**config.mk**
```make
export PLATFORM = sky130hd
export DESIGN_NAME = sfh_top
export DESIGN_NICKNAME = d
export VERILOG_FILES = /design/src/common/sfh_pkg.sv /design/src/logic/sfh_sync.sv /design/src/logic/sfh_top.sv
export SDC_FILE = /design/constraint.sdc
export NUM_CORES = 1
export LEC_CHECK = 0
export BUFFER_PORTS_ARGS = -buffer_cell sky130_fd_sc_hd__buf_2
export CORE_ASPECT_RATIO = 1.2
export CORE_MARGIN = 4
export CORE_UTILIZATION = 30
export DETAILED_ROUTE_END_ITERATION = 6
export PLACE_DENSITY = 0.46
export SETUP_SLACK_MARGIN = 0.02
export SYNTH_ARGS = -nofsm -noshare
export SYNTH_HDL_FRONTEND = slang
export SYNTH_SLANG_ARGS = --single-unit
```
**constraint.sdc**
```tcl
create_clock -name clock -period 4.7 [get_ports clock]
set_clock_uncertainty 0.1 [all_clocks]
set_input_delay 0 -clock clock [delete_from_list [all_inputs] [get_ports clock]]
set_output_delay 0 -clock clock [all_outputs]
set_load 0.005 [all_outputs]
```
**src/common/sfh_pkg.sv**
```systemverilog
// What this block does
// - pause starts on pause-pin fall while selected and serial clock low.
// - pause ends on pause-pin rise while serial clock low.
// - pause freezes the transfer; bit counting resumes where it stopped.
// - while paused, output floats and serial clock and input are ignored.
// - deselect during pause abandons the sequence unless paused on a byte boundary past the opcode, then it executes; back to standby.
// - status write refused when guard pin low and lock bit set.
// - lock bit is bit 7; lock blocks level, select and lock changes.
// - bit 0 is busy, 1 during program or erase, 0 at power-up, read-only.
// - bit 1 shows the write-enable latch, read-only, 0 at power-up.
// - no program or erase accepted while the latch is 0.
// - latch cleared at power-up and after disable, program, erase, status write.
// - level bits 2-4, select and lock are read/write and nonvolatile.
// - select bit 5 at 1 protects the bottom, at 0 the top.
// - bit 6 is spare, reads 0, not writable.
// - select 0, levels 001/010/011 protect top eighth, quarter, half.
// - select 1, levels 001/010/011 protect bottom eighth, quarter, half.
// - levels 000 protect nothing; level msb 1 protects everything.
// - program or erase inside the protected region is rejected.
// - whole-array erase runs only with all level bits 0.
`default_nettype none
package sfh_pkg;
    localparam logic [7:0] SFH_OP_STATUS_WRITE = 8'h01;
    localparam logic [7:0] SFH_OP_PROG = 8'h02;
    localparam logic [7:0] SFH_OP_WR_DISABLE = 8'h04;
    localparam logic [7:0] SFH_OP_RDSR = 8'h05;
    localparam logic [7:0] SFH_OP_WR_ENABLE = 8'h06;
    localparam logic [7:0] SFH_OP_SE_A = 8'h20;
    localparam logic [7:0] SFH_OP_SE_B = 8'hd7;
    localparam logic [7:0] SFH_OP_BE = 8'hd8;
    localparam logic [7:0] SFH_OP_CE_A = 8'h60;
    localparam logic [7:0] SFH_OP_CE_B = 8'hc7;

    localparam int SFH_BIT_BUSY = 0;
    localparam int SFH_BIT_WR_LATCH = 1;
    localparam int SFH_BIT_LVL_LSB = 2;
    localparam int SFH_BIT_LVL_MID = 3;
    localparam int SFH_BIT_LVL_MSB = 4;
    localparam int SFH_BIT_SEL = 5;
    localparam int SFH_BIT_SPARE = 6;
    localparam int SFH_BIT_LOCK = 7;

    localparam logic SFH_BUSY_RESET = 1'b0;
    localparam logic SFH_WEL_RESET = 1'b0;
    localparam logic [4:0] SFH_NV_RESET = 5'h00;

    localparam int SFH_ADDR_W = 19;
    localparam int unsigned SFH_BUSY_CYCLES_DEFAULT = 1000;
    localparam logic [2:0] SFH_ADDR_BYTES = 3'h3;
    localparam logic [2:0] SFH_PROG_MIN_BYTES = 3'h4;

    typedef struct packed {
        logic csN;
        logic sck;
        logic si;
        logic holdN;
        logic wpN;
    } sfh_pins_t;

    localparam sfh_pins_t SFH_PINS_IDLE =
        '{csN: 1'b1, sck: 1'b0, si: 1'b0, holdN: 1'b1, wpN: 1'b1};

    typedef struct packed {
        logic lock;
        logic sel;
        logic lvlMsb;
        logic lvlMid;
        logic lvlLsb;
    } sfh_nv_t;

    typedef enum logic [3:0] {
        ST_IDLE = 4'b0001,
        ST_OPC = 4'b0010,
        ST_BODY = 4'b0100,
        ST_SKIP = 4'b1000
    } sfh_state_t;
endpackage
`default_nettype wire

```
**src/logic/sfh_sync.sv**
```systemverilog
`timescale 1ns/10ps
`default_nettype none
module sfh_sync #(
    parameter int W = 1,
    parameter logic [W-1:0] RST_VAL = '0
) (
    input wire logic clock,
    input wire logic rst,
    input wire logic [W-1:0] din,
    output logic [W-1:0] dout
);
    logic [W-1:0] meta_q;

    always_ff @(posedge clock or posedge rst)
    begin
        if (rst)
        begin
            meta_q <= RST_VAL;
            dout <= RST_VAL;
        end
        else
        begin
            meta_q <= din;
            dout <= meta_q;
        end
    end
endmodule // sfh_sync
`default_nettype wire

```
**src/logic/sfh_top.sv**
```systemverilog
`timescale 1ns/10ps
`default_nettype none
module sfh_top import sfh_pkg::*; #(
    parameter int unsigned BUSY_CYCLES = SFH_BUSY_CYCLES_DEFAULT,
    parameter int ADDR_W = SFH_ADDR_W
) (
    input wire logic clock,
    input wire logic rst,
    input wire logic csN,
    input wire logic sck,
    input wire logic si,
    input wire logic holdN,
    input wire logic wpN,
    output logic so,
    output logic soOe,
    output logic busy,
    output logic wrLatch,
    output logic opStart,
    output logic opReject
);
    sfh_pins_t pinsRaw;
    sfh_pins_t pinsS;
    logic sckP_q;
    logic holdP_q;
    logic csP_q;
    logic paused_q;
    sfh_state_t state_q;
    logic [2:0] bitCnt_q;
    logic [2:0] byteCnt_q;
    logic [7:0] shift_q;
    logic [7:0] cmd_q;
    logic [23:0] addr_q;
    logic [7:0] wrData_q;
    sfh_nv_t nv_q;
    logic [31:0] busyCnt_q;

    logic sckRise;
    logic sckFall;
    logic holdRise;
    logic holdFall;
    logic csRise;
    logic csFall;
    logic active;
    logic [7:0] shiftD;
    logic [7:0] statusByte;
    logic wholeBytes;
    logic isErase;
    logic doWrEnable;
    logic doWrDisable;
    logic doStatus;
    logic doStart;
    logic doReject;
    logic busyDone;
    logic inRead;

    // protected-region decode, also used for erase gating
    function automatic logic isProtected(input logic [ADDR_W-1:0] a, input sfh_nv_t p);
        logic [2:0] top3;
        top3 = a[ADDR_W-1 -: 3];
        if (p.lvlMsb)
            isProtected = 1'b1;
        else if ({p.lvlMid, p.lvlLsb} == 2'b00)
            isProtected = 1'b0;
        else if ({p.lvlMid, p.lvlLsb} == 2'b01)
            isProtected = p.sel ? (top3 == 3'h0) : (top3 == 3'h7);
        else if ({p.lvlMid, p.lvlLsb} == 2'b10)
            isProtected = p.sel ? (top3[2:1] == 2'h0) : (top3[2:1] == 2'h3);
        else
            isProtected = p.sel ? !top3[2] : top3[2];
    endfunction

    function automatic logic isOp(input logic [7:0] c, input logic [7:0] a, input logic [7:0] b);
        isOp = (c == a) || (c == b);
    endfunction

    assign pinsRaw = '{csN: csN, sck: sck, si: si, holdN: holdN, wpN: wpN};

    // all pins come from the host's domain
    // syncs start at idle pin levels, so no false edge follows reset
    sfh_sync #(
        .W($bits(sfh_pins_t)),
        .RST_VAL(SFH_PINS_IDLE)
    ) u_sync (
        .clock(clock),
        .rst(rst),
        .din(pinsRaw),
        .dout(pinsS)
    );

    always_ff @(posedge clock or posedge rst)
    begin
        if (rst)
        begin
            sckP_q <= 1'b0;
            holdP_q <= 1'b1;
            csP_q <= 1'b1;
        end
        else
        begin
            sckP_q <= pinsS.sck;
            holdP_q <= pinsS.holdN;
            csP_q <= pinsS.csN;
        end
    end

    assign sckRise = pinsS.sck && !sckP_q;
    assign sckFall = !pinsS.sck && sckP_q;
    assign holdRise = pinsS.holdN && !holdP_q;
    assign holdFall = !pinsS.holdN && holdP_q;
    assign csRise = pinsS.csN && !csP_q;
    assign csFall = !pinsS.csN && csP_q;
    // paused clock edges are dropped, so the counters just stand still
    assign active = !pinsS.csN && !paused_q;

    // pause pin is only honoured with the serial clock low
    always_ff @(posedge clock or posedge rst)
    begin
        if (rst)
            paused_q <= 1'b0;
        else if (pinsS.csN)
            paused_q <= 1'b0;
        else if (!paused_q && holdFall && !pinsS.sck)
            paused_q <= 1'b1;
        else if (paused_q && holdRise && !pinsS.sck)
            paused_q <= 1'b0;
    end

    assign shiftD = {shift_q[6:0], pinsS.si};

    always_ff @(posedge clock or posedge rst)
    begin
        if (rst)
        begin
            state_q <= ST_IDLE;
            bitCnt_q <= 3'h0;
            byteCnt_q <= 3'h0;
            shift_q <= 8'h00;
            cmd_q <= 8'h00;
        end
        else if (pinsS.csN)
        begin
            state_q <= ST_IDLE;
            bitCnt_q <= 3'h0;
            byteCnt_q <= 3'h0;
        end
        else if (csFall)
        begin
            state_q <= ST_OPC;
            bitCnt_q <= 3'h0;
            byteCnt_q <= 3'h0;
        end
        else if (sckRise && active)
        begin
            shift_q <= shiftD;
            bitCnt_q <= bitCnt_q + 3'h1;
            if (bitCnt_q == 3'h7)
            begin
                case (state_q)
                    ST_OPC:
                    begin
                        cmd_q <= shiftD;
                        // only status polling is served during an operation
                        if (busy && shiftD != SFH_OP_RDSR)
                            state_q <= ST_SKIP;
                        else
                            state_q <= ST_BODY;
                    end
                    ST_BODY:
                    begin
                        if (byteCnt_q != 3'h7)
                            byteCnt_q <= byteCnt_q + 3'h1;
                    end
                    default:
                        state_q <= state_q;
                endcase
            end
        end
    end

    always_ff @(posedge clock or posedge rst)
    begin
        if (rst)
        begin
            addr_q <= 24'h000000;
            wrData_q <= 8'h00;
        end
        else if (sckRise && active && state_q == ST_BODY && bitCnt_q == 3'h7)
        begin
            if (byteCnt_q < SFH_ADDR_BYTES)
                addr_q <= {addr_q[15:0], shiftD};
            if (byteCnt_q == 3'h0)
                wrData_q <= shiftD;
        end
    end

    // execution happens at deselect and only on whole bytes
    assign wholeBytes = csRise && state_q == ST_BODY && bitCnt_q == 3'h0;
    assign isErase = isOp(cmd_q, SFH_OP_SE_A, SFH_OP_SE_B) || cmd_q == SFH_OP_BE;

    always_comb
    begin
        doWrEnable = 1'b0;
        doWrDisable = 1'b0;
        doStatus = 1'b0;
        doStart = 1'b0;
        doReject = 1'b0;
        if (wholeBytes)
        begin
            if (cmd_q == SFH_OP_WR_ENABLE && byteCnt_q == 3'h0)
                doWrEnable = 1'b1;
            else if (cmd_q == SFH_OP_WR_DISABLE && byteCnt_q == 3'h0)
                doWrDisable = 1'b1;
            // status write also wants the latch, like program and erase
            else if (cmd_q == SFH_OP_STATUS_WRITE && byteCnt_q == 3'h1)
            begin
                if ((!pinsS.wpN && nv_q.lock) || !wrLatch)
                    doReject = 1'b1;
                else
                begin
                    doStatus = 1'b1;
                    doStart = 1'b1;
                end
            end
            else if ((cmd_q == SFH_OP_PROG && byteCnt_q >= SFH_PROG_MIN_BYTES)
                || (isErase && byteCnt_q == SFH_ADDR_BYTES))
            begin
                if (!wrLatch || isProtected(addr_q[ADDR_W-1:0], nv_q))
                    doReject = 1'b1;
                else
                    doStart = 1'b1;
            end
            else if (isOp(cmd_q, SFH_OP_CE_A, SFH_OP_CE_B) && byteCnt_q == 3'h0)
            begin
                if (!wrLatch || {nv_q.lvlMsb, nv_q.lvlMid, nv_q.lvlLsb} != 3'h0)
                    doReject = 1'b1;
                else
                    doStart = 1'b1;
            end
        end
    end

    // levels, select and lock are not cleared by reset in silicon;
    // here the reset value stands in for the stored cells
    always_ff @(posedge clock or posedge rst)
    begin
        if (rst)
            nv_q <= SFH_NV_RESET;
        else if (doStatus)
        begin
            nv_q.lock <= wrData_q[SFH_BIT_LOCK];
            nv_q.sel <= wrData_q[SFH_BIT_SEL];
            nv_q.lvlMsb <= wrData_q[SFH_BIT_LVL_MSB];
            nv_q.lvlMid <= wrData_q[SFH_BIT_LVL_MID];
            nv_q.lvlLsb <= wrData_q[SFH_BIT_LVL_LSB];
        end
    end

    // one busy length for every operation; real times differ per command
    assign busyDone = busy && busyCnt_q == 32'h1;

    always_ff @(posedge clock or posedge rst)
    begin
        if (rst)
        begin
            busy <= SFH_BUSY_RESET;
            busyCnt_q <= 32'h0;
        end
        else if (doStart)
        begin
            busy <= 1'b1;
            busyCnt_q <= BUSY_CYCLES;
        end
        else if (busy)
        begin
            busyCnt_q <= busyCnt_q - 32'h1;
            if (busyDone)
                busy <= 1'b0;
        end
    end

    // latch drops on write disable or when the internal operation ends
    always_ff @(posedge clock or posedge rst)
    begin
        if (rst)
            wrLatch <= SFH_WEL_RESET;
        else if (doWrEnable)
            wrLatch <= 1'b1;
        else if (doWrDisable || busyDone)
            wrLatch <= 1'b0;
    end

    always_ff @(posedge clock or posedge rst)
    begin
        if (rst)
        begin
            opStart <= 1'b0;
            opReject <= 1'b0;
        end
        else
        begin
            opStart <= doStart;
            opReject <= doReject;
        end
    end

    always_comb
    begin
        statusByte = 8'h00;
        statusByte[SFH_BIT_BUSY] = busy;
        statusByte[SFH_BIT_WR_LATCH] = wrLatch;
        statusByte[SFH_BIT_LVL_LSB] = nv_q.lvlLsb;
        statusByte[SFH_BIT_LVL_MID] = nv_q.lvlMid;
        statusByte[SFH_BIT_LVL_MSB] = nv_q.lvlMsb;
        statusByte[SFH_BIT_SEL] = nv_q.sel;
        statusByte[SFH_BIT_SPARE] = 1'b0;
        statusByte[SFH_BIT_LOCK] = nv_q.lock;
    end

    assign inRead = state_q == ST_BODY && cmd_q == SFH_OP_RDSR;

    // status read repeats every byte with the live busy bit
    always_ff @(posedge clock or posedge rst)
    begin
        if (rst)
        begin
            so <= 1'b0;
            soOe <= 1'b0;
        end
        else
        begin
            soOe <= active && inRead;
            if (sckFall && active && inRead)
                so <= statusByte[3'h7 - bitCnt_q];
        end
    end
endmodule // sfh_top
`default_nettype wire

```
==> impl_results.md <==
* Final Hold Viols at 0
* Slowest cell on crit path: or4b_2
* Chip width at between 100 and 150 um
* Final setup TNS at 0 ns
* Slew HR at 0.4361
* Synth area leader: dfrtp_1
* Clock network power share at 0.460
* CTS Sinks at 96
* Area of the multi-input gates at 1991 sq um
* 1st-iter DRT viols at about 130
* Max Slew Vio Count at 0
* Synth Area in Simple Gates at 0.1981
* GP Congestion at 0.7936
* Sequential cell area at 2414 sq um
* Clk pin slew, worst setup/hold paths at ~0.070 ns
* Reg-to-Reg End: nv_q[3]
* Synthesized Nets at between 400 and 500
* FF-to-FF path depth at 8
* Remaining Overflow, GRT at 0
* Syn. warnings at 0
* Adder-Cell Fraction of Synth Area at 0.02756
* Worst-path maximum fanout at 38
* DR WL/cell at around 15 um
* Global Route Usage Sum at 0.1169
* Top post-synthesis cells by area: dfrtp_1 (48%), mux2_2 (8.9%), dfstp_2 (5.2%), xnor2_1 (4.1%), nor3_1 (3.7%)
* Post-synth top area share at 0.4795
* Critical path arrival at 3.21 ns
* Most frequent cells in the layout: dfrtp_1 (87), mux2_2 (36), nor3_1 (34)
* Deepest clock path buffer count at 2
* Die height at 142.8 um
* Worst Path Required at ~4.8 ns
* Nets at around 420
* Critical path's top delay family: simple AND/OR/NAND/NOR gates
* PortBufs at 12
* Crit path cell chain: inv_1 -> ha_1 -> or4b_2 -> nor4b_2 -> nand3_1 -> nor2_2 -> buf_4 -> mux2_2
* CP max stage delay at 0.59 ns
* Number of diodes at 0
* Fraction of layout cells with a size suffix above 1 at 0.2217
* Number of global-route vias before repair at 3063
* Netlist cell types at 55
* Hold Path Class: in -> async
* Comb pwr share at 0.030
* RSZ-0062 raised after global routing: no
* Synth-to-layout area growth at 14.05%
* Reg2Reg Setup Slack at approximately 1.6 ns
* Die area at 17180 sq um
* PD cells at 333.6 nW/um^2
* Num CTS Buffers at 9
* Mean Syn Cell Area at 11.64 sq um
* # rows at slightly below 50
* Top_reg_cell synth: dfrtp_1
* Via/cell ratio at 4.895
* Critical R2R Launch: byteCnt_q[1]
* CP Capture Type: register
* Hpwl dp at between 5000 and 6000 um
* Worst hold margin at 0.09776 ns
* Leakage Power at about 2.4 nW
* Fillers at 1480
* Most common cell after layout, fill and taps aside: dfrtp_1
* Detail Route Antenna Nets at 0
* NetSw at 0.3803 mW
* Initial Util at 0.3048
* Period utilization at 0.6548
* Crit path buf inv count at 2
* First-pass GRT wire length at 15990 um
* Setup bufs post-CTS at 0
* Post-synthesis xor/xnor area fraction at 0.05208
* Max_cap viols at 0
* Post-synth EDFFs at 0
* Register area share after synthesis at 0.5316
* Drt total wl at 8948 um
* Compound-gate portion of the synthesized area at 0.04988
* Maximum vdd drop at 0.1614 mV
* Vias at between 2000 and 3000
* CP Class: reg -> reg
* Flop pwr share at 0.510
* CTS tree: yes
* Mux contribution to synthesized area at 0.1075
* Maximum clock rate at roughly 320 MHz
* Largest family of logic cells by synthesized area: simple AND/OR/NAND/NOR gates
* H-tree depth at 3
* DRT Pass-1 Iters at 4
* Root buf cell: clkbuf_16
* Initial antenna violation count at 0
* Largest net degree at the start of global routing at 66
* Worst Setup Start Kind: register
* Post-layout min period at 3.078 ns
* Gate count of the mapped netlist at between 300 and 400
* Flops & latches, synth at 96
* Fraction of registers with async set/reset at 1.000
* Io pins at 13
* Finish-stage setup viols at 0
* Syn Std Cell Area at 4541 sq um
* Core area at 14900 sq um
* Sw frac at 0.2201
* Cell Int Power at 1.348 mW
* Outcome: finished, final reports clean
* Least-Margin Pin Slew at 0.8459 ns
* Worst-Skew Late Latency at 0.35 ns
* DR DRC count at 0
-- worst max path at each step --
| stage | start | cells after the start | endpoint |
|---|---|---|---|
| floorplan | busyCnt_q[16] | 6 | busyCnt_q[28] |
| global placement | byteCnt_q[1] | 8 | nv_q[4] |
| detailed placement | byteCnt_q[1] | 8 | nv_q[1] |
| CTS | byteCnt_q[1] | 8 | nv_q[1] |
| global route | byteCnt_q[1] | 8 | nv_q[1] |
| finish | byteCnt_q[1] | 8 | nv_q[3] |
-- routing by layer --
| metal | vias to the layer above | global-route usage | wire [um] |
|---|---|---|---|
| met5 | - | 0 | 0 |
| met4 | 0 | 0.05549 | 191 |
| met3 | 13 | 0.02100 | 171 |
| met2 | 20 | 0.1927 | 4356 |
| met1 | 1516 | 0.1495 | 4228 |
| li1 | 1437 | - | - |
-- final cells by class --
cell class              instances  share of cell area
multi-input cells             259              0.3844
inverters                      14             0.01063
repair buffers                 21             0.02754
clock buffers                  10             0.04421
clock inverters                 6             0.01788
well taps                     204             0.04929
flip-flops and latches         96              0.4661
-- kinds of logic (layout without fill, tap and decap cells) --
group                      Yosys count  in the layout
AOI/OAI and AO/OA                   32             32
xor gates and xnor gates            27             27
adders and majority gates           10             10
buffers and inverters               35             51
DFF                                 96             96
muxes                               43             43
and+or+nand+nor                    147            147
-- power by group through the flow --
stage | registers [mW] | clock network [mW] | logic (mW)
2_1_floorplan | 0.883 | 0 | 0.0401
6_report | 0.882 | 0.795 | 0.0516
3_3_place_gp | 0.898 | 0 | 0.0497
5_1_grt | 0.888 | 0.852 | 0.0591
4_1_cts | 0.883 | 0.820 | 0.0538
3_5_place_dp | 0.899 | 0 | 0.0497
-- sequential cells by signal, indices dropped and copies added, names as in the netlist, 3 cells and up --
signal	count
cmd_q	8
bitCnt_q	3
busyCnt_q	32
addr_q	9
shift_q	7
nv_q	5
state_q	4
u_sync.meta_q	5
byteCnt_q	3
wrData_q	5
u_sync.dout	5
-- worst min-delay path: cells and delay by family --
family	cells	cell delay, ns
buffers and inverters	3	0.95
-- timing repair --
action                                 CTS  global route
hold buffers                             6             0
endpoints found under the hold margin   36             0
setup endpoints to repair                0             0
resized for setup                        0             0
-- Yosys cell counts, types with 7 or more instances --
| master | count |
|---|---|
| dfrtp_1 | 87 |
| mux2_2 | 36 |
| nor3_1 | 34 |
| nor2_1 | 22 |
| xnor2_1 | 21 |
| nor4_1 | 16 |
| inv_1 | 14 |
| or3_1 | 14 |
| clkbuf_1 | 12 |
| ha_1 | 10 |
| or4_1 | 10 |
| dfstp_2 | 9 |
| a21oi_1 | 8 |
| buf_2 | 7 |
| nand2_1 | 7 |
-- through the flow --
stage                     std cells  instance area [sq um]  setup slack (ns)  total power, mW    util
final                           610                   5179             1.622            1.728  0.3476
after global placement          588                   4797             1.685           0.9478  0.3220
after detailed placement        588                   4797             1.621           0.9483  0.3220
after global routing            610                   5179             1.431            1.799  0.3476
after CTS                       610                   5179             1.604            1.757  0.3476
after floorplan                 390                   4541             2.078           0.9235       -
No activity file was read; power rests on OpenSTA's default activity.
